## src/hw/clk_tree_pkg.sv

```systemverilog
// constants and types for the modulator clock tree
package clk_tree_pkg;
  // register offsets and fields
  localparam logic [7:0] OFS_POWER_AND_DIVIDER_CONFIG = 8'h04;
  localparam logic [7:0] OFS_DATA_CLOCK_CONFIG        = 8'h07;
  localparam int PWR_LSB     = 0;
  localparam int MDIV_LSB    = 4;
  localparam int DDIV_LSB    = 0;
  localparam int LVDS_EN_BIT = 7;
  localparam logic [7:0] PWR_CFG_RST  = 8'h00;
  localparam logic [7:0] DATA_OUTPUT_CLOCK_CFG_RST = 8'h00;
  // mode pin fields: power in [1:0], data clock divider in [3:2]
  localparam int PIN_PWR_LSB  = 0;
  localparam int PIN_DDIV_LSB = 2;

  typedef enum logic [1:0] {
    PWR_LOW    = 2'b00,
    PWR_RSVD   = 2'b01,
    PWR_MEDIAN = 2'b10,
    PWR_FAST   = 2'b11
  } pwr_mode_e;

  typedef enum logic [1:0] {
    MDIV_32   = 2'b00,
    MDIV_8    = 2'b01,
    MDIV_4    = 2'b10,
    MDIV_RSVD = 2'b11
  } mod_div_e;

  typedef enum logic [1:0] {
    SRC_CMOS    = 2'b00,
    SRC_CRYSTAL = 2'b01,
    SRC_LVDS    = 2'b10,
    SRC_NONE    = 2'b11
  } clk_src_e;

  // last count of each divider (ratio - 1)
  localparam logic [4:0] MOD_LAST_4  = 5'h03;
  localparam logic [4:0] MOD_LAST_8  = 5'h07;
  localparam logic [4:0] MOD_LAST_32 = 5'h1F;

  // conversion code limits
  localparam int CODE_W = 16;
  localparam logic [15:0] CODE_MAX = 16'h7FFF;
  localparam logic [15:0] CODE_MIN = 16'h8000;
endpackage

```

## src/hw/modulator_clock_tree.sv

```systemverilog
// modulator and data clock enable generator with config registers
`timescale 1ns/1ps
module modulator_clock_tree
  import clk_tree_pkg::*;
(
  input  wire logic        mclk_in,
  input  wire logic        nrst_in,
  input  wire logic        spi_mode_in,
  input  wire logic        clk_sel_in,
  input  wire logic [3:0]  mode_select_pins_in,
  input  wire logic        reg_wr_in,
  input  wire logic [7:0]  reg_addr_in,
  input  wire logic [7:0]  reg_wdata_in,
  input  wire logic signed [16:0] raw_result_in,
  output logic [7:0]       reg_rdata_out,
  output logic             mod_clk_en_out,
  output logic             sample_strobe_out,
  output logic             data_clk_en_out,
  output logic             data_output_clock_out,
  output logic [1:0]       pwr_mode_out,
  output logic [1:0]       mod_div_out,
  output logic [1:0]       data_clock_divider_setting_out,
  output logic [1:0]       clk_source_out,
  output logic [15:0]      conv_code_out
);

  logic [7:0] pwr_cfg_r;
  logic [7:0] data_output_clock_cfg_r;
  logic [1:0] act_pwr_r;
  logic [1:0] act_mdiv_r;
  logic [1:0] act_ddiv_r;
  logic [4:0] mod_cnt_r;
  logic [2:0] data_output_clock_cnt_r;
  logic       data_output_clock_lvl_r;
  logic [7:0] rdata_r;
  logic [15:0] code_r;

  // target settings from pins or registers
  wire       wr_pwr   = reg_wr_in &&
                        reg_addr_in == OFS_POWER_AND_DIVIDER_CONFIG;
  wire       wr_data_output_clock  = reg_wr_in && reg_addr_in == OFS_DATA_CLOCK_CONFIG;
  wire [1:0] pin_pwr  = mode_select_pins_in[PIN_PWR_LSB +: 2];
  wire [1:0] pin_ddiv = mode_select_pins_in[PIN_DDIV_LSB +: 2];
  wire [1:0] pin_mdiv = (pin_pwr == PWR_FAST)   ? MDIV_4 :
                        (pin_pwr == PWR_MEDIAN) ? MDIV_8 : MDIV_32;
  wire [1:0] reg_mdiv = pwr_cfg_r[MDIV_LSB +: 2];
  // reserved divider code falls back to the slowest ratio
  wire [1:0] spi_mdiv = (reg_mdiv == MDIV_RSVD) ? MDIV_32 : reg_mdiv;
  wire [1:0] tgt_pwr  = spi_mode_in ? pwr_cfg_r[PWR_LSB +: 2] :
                        pin_pwr;
  wire [1:0] tgt_mdiv = spi_mode_in ? spi_mdiv : pin_mdiv;
  wire [1:0] tgt_ddiv = spi_mode_in ? data_output_clock_cfg_r[DDIV_LSB +: 2] : pin_ddiv;

  // divider terminal counts
  wire [4:0] mod_last  = (act_mdiv_r == MDIV_4) ? MOD_LAST_4 :
                         (act_mdiv_r == MDIV_8) ? MOD_LAST_8 : MOD_LAST_32;
  wire [4:0] mod_half  = 5'((mod_last >> 1) + 5'h01);
  wire [2:0] data_output_clock_last = 3'((4'h1 << act_ddiv_r) - 4'h1);
  wire       mod_end   = mod_cnt_r == mod_last;
  wire       data_output_clock_end  = data_output_clock_cnt_r == data_output_clock_last;
  // both ratios are powers of two sharing an origin, so they end together
  wire       boundary  = mod_end && data_output_clock_end;
  // a /1 data clock cannot toggle at mclk rate, so its level holds still
  wire       data_output_clock_tog  = act_ddiv_r != 2'b00 &&
                         (data_output_clock_cnt_r == (data_output_clock_last >> 1) || data_output_clock_end);

  wire lvds_ok = spi_mode_in && clk_sel_in && data_output_clock_cfg_r[LVDS_EN_BIT];
  wire [1:0] src_nxt = !clk_sel_in ? SRC_CMOS :
                       lvds_ok ? SRC_LVDS : SRC_CRYSTAL;

  wire [15:0] code_nxt = (raw_result_in > 17'sh07FFF) ? CODE_MAX :
                         (raw_result_in < -17'sh08000) ? CODE_MIN :
                         raw_result_in[15:0];
  wire [7:0] rdata_nxt = (reg_addr_in == OFS_POWER_AND_DIVIDER_CONFIG) ?
                         pwr_cfg_r :
                         (reg_addr_in == OFS_DATA_CLOCK_CONFIG) ?
                         data_output_clock_cfg_r : 8'h00;

  always_ff @(posedge mclk_in or negedge nrst_in) begin
    if (!nrst_in) begin
      pwr_cfg_r  <= PWR_CFG_RST;
      data_output_clock_cfg_r <= DATA_OUTPUT_CLOCK_CFG_RST;
    end else begin
      if (wr_pwr) begin
        pwr_cfg_r <= reg_wdata_in;
      end
      if (wr_data_output_clock) begin
        data_output_clock_cfg_r <= reg_wdata_in;
      end
    end
  end

  // one shared setting for every channel, taken at the boundary
  always_ff @(posedge mclk_in or negedge nrst_in) begin
    if (!nrst_in) begin
      act_pwr_r  <= PWR_LOW;
      act_mdiv_r <= MDIV_32;
      act_ddiv_r <= 2'b00;
    end else if (boundary) begin
      act_pwr_r  <= tgt_pwr;
      act_mdiv_r <= tgt_mdiv;
      act_ddiv_r <= tgt_ddiv;
    end
  end

  always_ff @(posedge mclk_in or negedge nrst_in) begin
    if (!nrst_in) begin
      mod_cnt_r  <= 5'h00;
      data_output_clock_cnt_r <= 3'h0;
      data_output_clock_lvl_r <= 1'b0;
    end else begin
      mod_cnt_r  <= mod_end ? 5'h00 : 5'(mod_cnt_r + 5'h01);
      data_output_clock_cnt_r <= (data_output_clock_end || boundary) ? 3'h0 :
                    3'(data_output_clock_cnt_r + 3'h1);
      data_output_clock_lvl_r <= boundary ? 1'b0 :
                    data_output_clock_tog ? ~data_output_clock_lvl_r : data_output_clock_lvl_r;
    end
  end

  always_ff @(posedge mclk_in or negedge nrst_in) begin
    if (!nrst_in) begin
      rdata_r        <= 8'h00;
      code_r         <= 16'h0000;
      clk_source_out <= SRC_CMOS;
    end else begin
      rdata_r        <= rdata_nxt;
      code_r         <= code_nxt;
      clk_source_out <= src_nxt;
    end
  end

  // enables are decoded from counters, so all timing stays on mclk
  assign mod_clk_en_out    = mod_cnt_r == 5'h00;
  assign sample_strobe_out = mod_cnt_r == 5'h00 ||
                             mod_cnt_r == mod_half;
  assign data_clk_en_out   = data_output_clock_cnt_r == 3'h0;
  // divide by one cannot be a toggled level; the enable carries it instead
  assign data_output_clock_out = data_output_clock_lvl_r;
  assign pwr_mode_out      = act_pwr_r;
  assign mod_div_out       = act_mdiv_r;
  assign data_clock_divider_setting_out = act_ddiv_r;
  assign reg_rdata_out     = rdata_r;
  assign conv_code_out     = code_r;

  logic [5:0] gap_r;
  always_ff @(posedge mclk_in or negedge nrst_in) begin
    if (!nrst_in) gap_r <= 6'h00;
    else gap_r <= mod_clk_en_out ? 6'h01 : 6'(gap_r + 6'h01);
  end
endmodule // modulator_clock_tree

```

## config.mk

```make
export PLATFORM = sky130hd
export DESIGN_NAME = modulator_clock_tree
export DESIGN_NICKNAME = d
export VERILOG_FILES = /design/src/hw/clk_tree_pkg.sv /design/src/hw/modulator_clock_tree.sv
export SDC_FILE = /design/constraint.sdc
export NUM_CORES = 1
export LEC_CHECK = 0
export BUFFER_PORTS_ARGS = -buffer_cell sky130_fd_sc_hd__buf_4
export CAP_MARGIN = 10
export CORE_UTILIZATION = 55
export DETAILED_ROUTE_END_ITERATION = 10
export PLACE_DENSITY = 0.91
export SETUP_SLACK_MARGIN = 0.15
export SLEW_MARGIN = 0
export SYNTH_ARGS = -nofsm -noshare
export SYNTH_HDL_FRONTEND = slang
export SYNTH_SLANG_ARGS = --single-unit
```

## constraint.sdc

```tcl
create_clock -name mclk_in -period 3.6 [get_ports mclk_in]
set_input_delay 0.18 -clock mclk_in [delete_from_list [all_inputs] [get_ports mclk_in]]
set_output_delay 0.18 -clock mclk_in [all_outputs]
set_load 0.005 [all_outputs]
```

==> key figures, run 1 <==
STA
  – Hold slack final: 70.8 ps
  – Relative slew slack: 54.6%
  – RSZ-0062 raised after global routing: no
  – Slew Viols, Final: 0
  – FMAX: roughly 510 MHz
  – Fin Setup TNS: 0 ps
  – Worst Tran Pin Value: 681 ps
  – Min Tclk post-route: 1970 ps
  – Skew final: roughly 8.4 ps
  – Final setup viols: 0
  – Final period utilization: 54.6%
  – Hold violation count in the final report: 0

Synthesis
  – Top cells by area, synth: dfrtp_1 (56%), mux2_1 (5.7%), mux2_4 (4.7%)
  – Sequential fraction of the synthesis area: 55.7%
  – Share of the synthesized area in the top cell type: 55.7%
  – Syn_area_per_cell: 11.4 um^2
  – Post-synthesis cell area: about 2600 um^2
  – Synth area leader: dfrtp_1
  – Synth Instances: 225
  – Yosys warnings: 0
  – #FFs+latches synth: 57
  – Synth cell types: 40
  – Net Count, Synth: 273

Setup path
  – Worst-path maximum fanout: 7
  – Critical path capture point: data_clock_divider_setting_out[1]
  – CP cell instances: inv_1 > ha_1 > and3_1 > o211a_2 > o21ai_2 > mux2_1
  – CP arrival: 2180 ps
  – WP data required: 3810 ps
  – CP startpoint: mod_div_out[0]
  – Critical path type: flip-flop to flip-flop
  – Setup crit end kind: flip-flop
  – Critical R2R Launch: mod_div_out[0]
  – R2r worst-path depth: 6
  – Reg2Reg Setup Slack: 1630 ps
  – R2R Path End: data_clock_divider_setting_out[1]
  – CP Launch Type: flip-flop
  – Slowest cell delay on critical path: 380 ps
  – Critical Path Slowest Stage Cell: dfrtp_1

Placed design
  – Placed cell area: ~3200 um^2
  – Input/output buffers: 77
  – Inst Count DP: 343
  – Final HPWL DP: roughly 3800 um
  – RD Place Congestion: 0.756

Finish
  – Ratio of cells with drive above 1 in the final layout: 34.7%
  – Final instance area: 3340 um^2
  – Synthesis-to-finish area growth: 30.4%
  – Fin cells: 360
  – Antenna diodes: 0
  – Fill cell count: 300
  – NumNets Final: 351

Hold path
  – Hold crit path type: primary input to flip-flop

Clock network
  – Clk root buf: clkbuf_8
  – Worst skew pair latency: 330 ps
  – CTS clock-pin slew for the worst setup and hold paths: 60 ps
  – H-tree lvl count: 3
  – Clock Path Buffers: 2
  – CTS tree: done
  – Post-CTS resize count: 0
  – Cts bufs inserted: 9
  – CTS sink cnt: between 50 and 60

Route
  – WL/cell: 14.8 um
  – DR iter-0 viols: 120
  – Vias: 1930
  – Routed WL: 5330 um
  – DRT Pass-1 Iters: 4
  – Post-DR vias/cell: 5.36
  – ANT nets after route: 0
  – DRC: 0

Floorplan
  – DIE WIDTH: 70.2 um
  – Die Y: 70.2 um
  – IO Count: 78
  – Core ar.: about 4400 um^2
  – DIE AREA: 4930 um^2
  – # rows: 24
  – Starting density of the core: 58.0%

Global routing
  – Total GRT Usage: 24.1%
  – Antenna violations before repair: 0
  – Grt ovf: 0
  – Largest net degree at the start of global routing: 58
  – First-pass GRT wire length: 9010 um
  – Vias in the first global route: between 2k and 2.5k

Power
  – Power per cell area: around 530 nW/um^2
  – Pleak: 1.69 nW
  – Max VDD drop: around 0.00033 V
  – Total Power: 1.75 mW

Outcome
  – Status: complete, no violations

Run
  – Maxcap violations: 0
-- cell usage after synthesis --
cell and instances:
nor3_1 4, a31oi_1 2, nand2_1 18, xnor2_1 5, buf_6 1, or3_1 1, xor2_1 3, inv_1 8
o21ai_1 11, nor3b_1 1, nand3_1 3, mux2i_1 1, and3_1 4, mux2_2 2, a21boi_0 1, ha_1 6
o21ai_0 7, o21ai_2 1, buf_2 1, nor2b_1 1, and2_1 2, clkbuf_1 9, nand3b_1 3, a32o_1 1
or4_1 1, nor4b_1 1, mux2_4 8, dfrtp_1 57, nor2_1 31, o21bai_1 1, a211oi_2 1, nor4_4 1
nand3b_4 1, a22oi_1 8, a21oi_1 1, o211a_2 1, mux2_1 13, nand2b_1 1, or3b_1 2, inv_2 1
-- per-stage QoR --
| step | setup WS, ps | utilization, % |
|---|---|---|
| floorplan | 1800 | - |
| global placement | 1670 | 71.4 |
| detailed placement | 1610 | 71.4 |
| CTS | 1630 | 75.6 |
| global route | 1550 | 75.6 |
| finish | 1630 | 75.6 |
-- cells by family after synthesis --
logic type / after synthesis / share of synthesized area [%]
buf+inv: 20 / 3.28
mux: 24 / 11.7
compound gates: 35 / 8.75
simple gates: 75 / 14.9
xor+xnor: 8 / 2.74
fa+ha+maj: 6 / 2.93
flops: 57 / 55.7
-- worst min path at each step --
| stage | cells past startpoint | startpoint | to |
|---|---|---|---|
| 2_1_floorplan | 0 | nrst_in | clk_source_out[0] |
| 3_3_place_gp | 1 | nrst_in | reg_rdata_out[7] |
| 3_5_place_dp | 1 | nrst_in | reg_rdata_out[7] |
| 4_1_cts | 3 | raw_result_in[2] | conv_code_out[2] |
| 5_1_grt | 2 | reg_wdata_in[0] | data_output_clock_cfg_r[0] |
| 6_report | 2 | reg_wdata_in[1] | data_output_clock_cfg_r[1] |
-- layout make-up --
| cell class | count | area (um^2) | area share (%) |
|---|---|---|---|
| tap | 52 | 65.1 | 1.95 |
| multi-input combinational | 148 | 1050 | 31.4 |
| inverter | 9 | 33.8 | 1.01 |
| sequential | 57 | 1430 | 42.8 |
| clock inverter | 3 | 15.0 | 0.450 |
| timing repair buffer | 78 | 588 | 17.6 |
| clock buffer | 13 | 159 | 4.76 |
-- timing repair --
item | in CTS | in global routing
hold endpoints to repair | 57 | 0
buffers inserted | 0 | 0
hold buffers | 1 | 0
-- cell usage in the layout (no fill, tap or decap), types with 4 or more instances in the layout --
master | Yosys | final
o21ai_1 | 11 | 11
xnor2_1 | 5 | 5
a22oi_1 | 8 | 8
ha_1 | 6 | 6
inv_1 | 8 | 8
o21ai_0 | 7 | 7
mux2_1 | 13 | 13
clkbuf_8 | 0 | 11
and3_1 | 4 | 4
nor3_1 | 4 | 4
dfrtp_1 | 57 | 57
nand2_1 | 18 | 18
mux2_4 | 8 | 8
nor2_1 | 31 | 31
buf_4 | 0 | 77
-- layer usage --
metal	wire (um)	GRT usage (%)	part of all wire (%)	up-vias
li1	-	-	-	926
met1	2110	26.4	40	925
met4	98	14.4	1.8	0
met3	434	7.94	8.1	9
met5	0	0	0	-
met2	2690	40.7	50	70
-- worst max-delay path: cells and delay by family, from the launching register on --
family,cells,cell delay [ps]
multiplexers,1,370
AND/OR/NAND/NOR,1,180
buffers and inverters,1,80
AO/OA/AOI/OAI,2,470
adder cells (fa/ha/maj),1,370
flip-flops,1,380
-- power breakdown --
group          leakage, nW  total, mW  internal (mW)  switching [mW]
clock network       0.0932      0.522          0.284           0.238
logic                0.867      0.393          0.225           0.168
registers            0.730      0.837          0.729           0.108
-- sequential cells by signal (all words and copies together) (netlist names) --
name / flops
pwr_mode_out: 2
clk_source_out: 2
reg_rdata_out: 8
mod_cnt_r: 5
conv_code_out: 16
data_clock_divider_setting_out: 2
data_output_clock_cfg_r: 8
data_output_clock_cnt_r: 3
data_output_clock_out: 1
mod_div_out: 2
pwr_cfg_r: 8
No activity file was read; power rests on OpenSTA's default activity.
==> inputs of run 2 (changes only) <==
- CORE_UTILIZATION: 55 -> 46
- PLACE_DENSITY: 0.91 -> 0.82
- clock period: 3.6 -> 1.6 ns (I/O delays scaled with it)
==> run 2 against run 1 <==
Net effect:
- the flow now finishes with violations (negative setup slack)
- critical path depth stayed put
- non-clock buffer count grew 48
- final area grew 18%
- die area grew 19%
- sequential power rose by 120%
- clock power rose by 130%
- highest routed layer unchanged
==> key figures, run 2 (synthesis results as in run 1) <==
Setup path
  – CP arrival: 1650 ps (-530 ps)
  – Critical path type: flip-flop to output port
  – Critical Path Slowest Stage Cell: dfrtp_1
  – Setup crit end kind: output port
  – Worst-path maximum fanout: 3 (-4)
  – WP depth: 6 (unchanged)
  – CP Launch Type: flip-flop
  – WP data required: 1520 ps (-2290 ps)
  – R2R Path End: mod_div_out[1]
  – Slowest cell delay on critical path: 410 ps (+30 ps)
  – R2r worst-path depth: 4 (-2)
  – CP Buf/Inv Count: 2 (+1)
  – Reg2Reg Setup Slack: -100 ps (-1730 ps)
  – CP cell instances: ha_4 > buf_6 > xnor2_2 > a31oi_1 > o21bai_1 > buf_4
  – Critical R2R Launch: data_clock_divider_setting_out[1]
  – CP top delay family: flip-flops

STA
  – Relative slew slack: 53.8% (-0.78 points)
  – Slew Viols, Final: 0 (unchanged)
  – Fin Setup TNS: -544 ps (-544 ps)
  – Hold slack final: 118 ps (+47.1 ps)
  – Final period utilization: 108%
  – FMAX: approximately 580 MHz
  – RSZ-0062 raised after global routing: yes
  – Final setup viols: 7 (+7)
  – Worst Tran Pin Value: 693 ps (+11.8 ps)
  – Min Tclk post-route: 1730 ps
  – Final WS setup: -125 ps (-1760 ps)
  – Skew final: 8.75 ps (+0.339 ps)
  – Hold violation count in the final report: 0 (unchanged)

Finish
  – Most common cell after layout, fill and taps aside: buf_4
  – Fin cells: 425 (+18%)
  – Antenna diodes: 0 (unchanged)
  – FF/Latch Area: 1430 um^2 (about the same)
  – Most frequent cells in the layout: buf_4 (95), dfrtp_1 (56), nor2_1 (31), dlygate4sd3_1 (27), mux2_4 (19)
  – Footprint of the multi-input gates: 1180 um^2 (+13%)
  – NumNets Final: 399 (+14%)
  – Synthesis-to-finish area growth: 53.9%
  – Ratio of cells with drive above 1 in the final layout: 43.1% (+8.4 points)
  – Fill cell count: 333 (+11%)
  – Util after Layout: 75.2% (-0.36 points)
  – Largest register FFs: 16 (unchanged)

Global routing
  – Grt ovf: 0 (unchanged)
  – Total GRT Usage: 23.1% (-1.0 points)
  – Largest net degree at the start of global routing: 58 (unchanged)
  – Vias in the first global route: 2274 (+13%)
  – Antenna violations before repair: 0 (unchanged)
  – First-pass GRT wire length: 10400 um (+16%)

Placed design
  – Input/output buffers: 77 (unchanged)
  – Inst Count DP: 381 (+11%)
  – RD Place Congestion: 0.789 (+4.3%)
  – Final HPWL DP: 4050 um (+6.4%)

Power
  – Power per cell area: 1140 nW/um^2 (+120%)
  – Pleak: 1.99 nW (+18%)
  – Pint: 3.17 mW (+160%)
  – Max VDD drop: 0.000586 V (+75%)
  – Switch Pwr: 1.31 mW (+150%)
  – Clock share of power: 27.2% (-2.6 points)
  – Reg power frac: 40.9% (-6.9 points)
  – Sw frac: 29.2% (-0.14 points)
  – Portion of total power attributed to combinational logic: 32.0% (+9.6 points)

Route
  – ANT nets after route: 0 (unchanged)
  – WL/cell: 14.4 um (-2.6%)
  – DRC: 0 (unchanged)
  – DRT Pass-1 Iters: 4 (unchanged)
  – Post-DR vias/cell: 5.05 (-5.9%)
  – Vias: 2145 (+11%)
  – DR iter-0 viols: 76 (-37%)
  – Routed WL: 6130 um (+15%)

Floorplan
  – Starting density of the core: 48.9% (-9.1 points)
  – DIE WIDTH: 76.6 um (+9.1%)
  – DIE AREA: 5860 um^2 (+19%)
  – Die Y: 76.6 um (+9.1%)
  – IO Count: 78 (unchanged)
  – Core ar.: 5240 um^2 (+19%)
  – # rows: 26 (+8.3%)

Clock network
  – CTS sink cnt: 57 (unchanged)
  – CTS clock-pin slew for the worst setup and hold paths: 60 ps (about the same)
  – CTS tree: done
  – Clk root buf: clkbuf_8
  – Worst skew pair latency: 330 ps (about the same)
  – Clock Path Buffers: 2 (unchanged)
  – H-tree lvl count: 3 (unchanged)
  – Cts bufs inserted: 9 (unchanged)

Run
  – Maxcap violations: 0 (unchanged)

Hold path
  – Hold Path Stages: 3 (+1)
  – Hold crit path type: primary input to flip-flop
  – Min-delay src: raw_result_in[15]
  – Worst Hold Path EP: conv_code_out[4]

Outcome
  – Failing checks: negative setup slack
  – Status: finished, violations left
==> run 2: layer usage <==
metal / GRT usage (%) / vias up / wire [um]
li1: - / 1011 / -
met1: 25.4 / 1052 / 2440
met2: 41.9 / 71 / 3290
met3: 5.39 / 11 / 299
met4: 11.0 / 0 / 103
met5: 0 / - / 0
==> run 2: power by group through the flow <==
stage | clock network (mW) | logic [mW] | registers, mW
6_report | 1.22 | 1.43 | 1.83
5_1_grt | 1.31 | 1.58 | 1.85
4_1_cts | 1.24 | 1.39 | 1.81
3_5_place_dp | 0 | 1.23 | 1.83
3_3_place_gp | 0 | 1.19 | 1.82
2_1_floorplan | 0 | 0.616 | 1.82
==> run 2: cell type report <==
cell class	count	share of cell area, %
Timing Repair Buffer	126	26.1
Multi-Input combinational cell	148	30.0
Tap cell	70	2.22
Sequential cell	57	36.2
Clock buffer	13	4.29
Clock inverter	2	0.318
Inverter	9	0.858
==> run 2: repair_timing <==
item                                    in CTS  in global routing
endpoints found under the hold margin       91                  0
endpoints found under the setup margin       9                 13
gates resized for setup                      9                 10
buffers inserted                             1                  1
hold buffers                                27                  0
pin swaps                                    4                  4
==> run 2: worst max path at each step <==
stage              startpoint                                 to  slack, ps
5_1_grt        mod_div_out[0]                  sample_strobe_out       -180
3_5_place_dp   reg_addr_in[5]         data_output_clock_cfg_r[0]        -80
6_report       mod_div_out[1]                  sample_strobe_out       -130
2_1_floorplan  mod_div_out[0]  data_clock_divider_setting_out[0]        -60
4_1_cts        mod_div_out[1]                  sample_strobe_out       -150
3_3_place_gp   mod_div_out[0]  data_clock_divider_setting_out[1]        -20
==> run 2: stage by stage <==
step | setup slack [ps] | cell area (um^2) | power (mW)
after CTS | -149 | 3900 | 4.44
after floorplan | -60.8 | 2630 | 2.44
after detailed placement | -79.0 | 3390 | 3.06
final | -125 | 3940 | 4.48
after global routing | -182 | 3940 | 4.75
after global placement | -19.4 | 3390 | 3.01
==> run 2: worst min-delay path: cells and delay by family <==
| family | cells | cell delay (ps) |
|---|---|---|
| buffers and inverters | 1 | 200 |
| AO/OA/AOI/OAI | 1 | 50 |
| AND/OR/NAND/NOR | 1 | 80 |
==> inputs of run 3 (changes only) <==
- RECOVER_POWER: default -> 50
==> run 3 against run 2 <==
Net effect:
- the flow still finishes with violations (negative setup slack)
- setup slack better by 0.68 ps
- first-iteration DRC count shrank 11%
- via count fell by 0.56%
- sequential power barely moved
- combinational power hardly changed
- sequential share of layout area increased by 0.27 points
- sequential cell count is the same
- final cell count stayed put
- core utilization is 0.55 points lower
- critical path type unchanged
- largest cell class unchanged
==> key figures, run 3 (synthesis results as in run 1) <==
Outcome
  – Status: finished, violations left
  – Failing checks: negative setup slack

Route
  – WL/cell: 14.4 um (about the same)
  – Vias: 2133 (-0.56%)
  – Routed WL: 6140 um (about the same)
  – DR iter-0 viols: 68 (-11%)
  – Post-DR vias/cell: 5.02 (-0.56%)
  – DRC: 0 (unchanged)
  – ANT nets after route: 0 (unchanged)
  – DRT Pass-1 Iters: 4 (unchanged)

Setup path
  – WP data required: 1520 ps (about the same)
  – Setup crit end kind: output port
  – Critical path type: flip-flop to output port
  – CP arrival: 1640 ps (about the same)
  – Worst-path maximum fanout: 3 (unchanged)
  – CP Launch Type: flip-flop

STA
  – RSZ-0062 raised after global routing: yes
  – Final period utilization: 108% (about the same)
  – Final WS setup: -124 ps (+0.679 ps)
  – Worst Tran Pin Value: 1220 ps (+527 ps)
  – Final setup viols: 7 (unchanged)
  – Relative slew slack: 18.7% (-35 points)
  – Hold violation count in the final report: 0 (unchanged)
  – FMAX: 580 MHz (about the same)
  – Slew Viols, Final: 0 (unchanged)
  – Skew final: 8.41 ps (-0.332 ps)
  – Min Tclk post-route: 1720 ps (-0.679 ps)
  – Fin Setup TNS: -561 ps (-17.0 ps)

Power
  – Clock share of power: 27.2% (about the same)
  – Max VDD drop: 0.000585 V (about the same)
  – Pleak: 1.96 nW (-1.5%)
  – Total Power: 4.46 mW (-0.50%)
  – Pint: 3.16 mW (-0.44%)
  – Portion of total power attributed to combinational logic: 31.8% (-0.2 points)
  – Sw frac: 29.2% (-0.042 points)
  – Switch Pwr: 1.30 mW (-0.64%)
  – Power per cell area: 1140 nW/um^2 (+0.23%)
  – Reg power frac: 41.0% (about the same)

Floorplan
  – DIE WIDTH: 76.6 um (unchanged)
  – Starting density of the core: 48.9% (unchanged)
  – Core ar.: 5240 um^2 (unchanged)
  – IO Count: 78 (unchanged)
  – Die Y: 76.6 um (unchanged)
  – DIE AREA: 5860 um^2 (unchanged)
  – # rows: 26 (unchanged)

Global routing
  – Grt ovf: 0 (unchanged)
  – GRT met1 Usage: 25.4% (unchanged)
  – Routing usage on met2: 41.9% (unchanged)
  – Largest net degree at the start of global routing: 58 (unchanged)
  – Busiest grt layer: met2
  – M3 GR Usage: 5.39% (unchanged)
  – Vias in the first global route: 2274 (unchanged)
  – First-pass GRT wire length: 10400 um (unchanged)
  – Antenna violations before repair: 0 (unchanged)
  – Total GRT Usage: 23.1% (unchanged)

Finish
  – NumNets Final: 399 (unchanged)
  – Synthesis-to-finish area growth: 52.8%
  – Final instance area: 3910 um^2 (-0.73%)
  – Antenna diodes: 0 (unchanged)
  – Fill cell count: 345 (+3.6%)
  – Ratio of cells with drive above 1 in the final layout: 40.8% (-2.3 points)
  – Most frequent cells in the layout: buf_4 (71), dfrtp_1 (56), nor2_1 (31), dlygate4sd3_1 (27), mux2_4 (19)
  – Largest register FFs: 16 (unchanged)
  – Most common cell after layout, fill and taps aside: buf_4

Placed design
  – Final HPWL DP: 4050 um (unchanged)
  – Input/output buffers: 77 (unchanged)
  – Dpl ws: -79.0 ps (unchanged)
  – Placed cell area: 3390 um^2 (unchanged)
  – RD Place Congestion: 0.789 (unchanged)

Run
  – Maxcap violations: 0 (unchanged)

Clock network
  – CTS sink cnt: 57 (unchanged)
  – Clock Path Buffers: 2 (unchanged)
  – CTS tree: done
  – H-tree lvl count: 3 (unchanged)
  – CTS clock-pin slew for the worst setup and hold paths: 50 ps (about the same)
  – Cts bufs inserted: 9 (unchanged)
  – Worst skew pair latency: 330 ps (about the same)
  – Clk root buf: clkbuf_8

Hold path
  – Hold crit path type: primary input to flip-flop
[run 3: cell count changes in the layout (fill, tap and decap cells not counted)]
| cell | delta |
|---|---|
| o21ai_1 | -11 |
| o21ai_0 | +11 |
| inv_1 | +1 |
| clkbuf_1 | +7 |
| buf_4 | -24 |
| inv_2 | -1 |
| clkbuf_4 | +16 |
| buf_2 | +1 |
[run 3: final timing paths]
path,from,endpoint,slack (ps),cells after the start
max reg2reg,data_clock_divider_setting_out[1],mod_div_out[1],-100,4
min in group asynchronous,nrst_in,conv_code_out[0],560,2
max in group asynchronous,nrst_in,data_output_clock_cnt_r[0],240,2
min reg2reg,mod_cnt_r[0],mod_cnt_r[0],490,1
max,mod_div_out[1],sample_strobe_out,-120,6
min,mode_select_pins_in[0],mod_div_out[0],120,4
[run 3: layout make-up]
type / instances / area (um^2) / area share (%)
timing repair buffer: 126 / 1000 / 25.6
sequential: 57 / 1430 / 36.5
inverter: 9 / 33.8 / 0.864
tap: 70 / 87.6 / 2.24
multi-input combinational: 148 / 1180 / 30.2
clock buffer: 13 / 169 / 4.32
clock inverter: 2 / 12.5 / 0.320
[run 3: worst max-delay path, cell delays in order, from the launching register on]
cell      delay, ps
dfrtp_1         410
ha_4            260
buf_6           120
xnor2_2         120
a31oi_1         190
o21bai_1         90
buf_4           140
[run 3: metrics by stage]
stage               utilization, %  hold slack [ps]  instances
finish                        74.7              120        425
global route                  74.7              124        425
CTS                           74.4              100        424
detailed placement            64.8              171        381
global placement              64.8              168        381
floorplan                        -             -216        225
[run 3: repair_timing]
item,in CTS,in global routing
gates cloned,0,0
endpoints found under the setup margin,9,13
resized for setup,9,10
pin swaps,4,4
buffers inserted,1,1
endpoints found under the hold margin,91,0
hold buffers,27,0
[run 3: routing by layer]
metal | routed length, um | vias up
met5 | 0 | -
met4 | 95 | 0
met3 | 313 | 9
met2 | 3290 | 69
met1 | 2440 | 1041
li1 | - | 1014
[run 3: power by group through the flow]
stage          sequential (mW)  clock (mW)  combinational [mW]
2_1_floorplan             1.82           0               0.616
5_1_grt                   1.85        1.31                1.56
6_report                  1.83        1.21                1.42
3_5_place_dp              1.83           0                1.23
4_1_cts                   1.81        1.24                1.39
3_3_place_gp              1.82           0                1.19
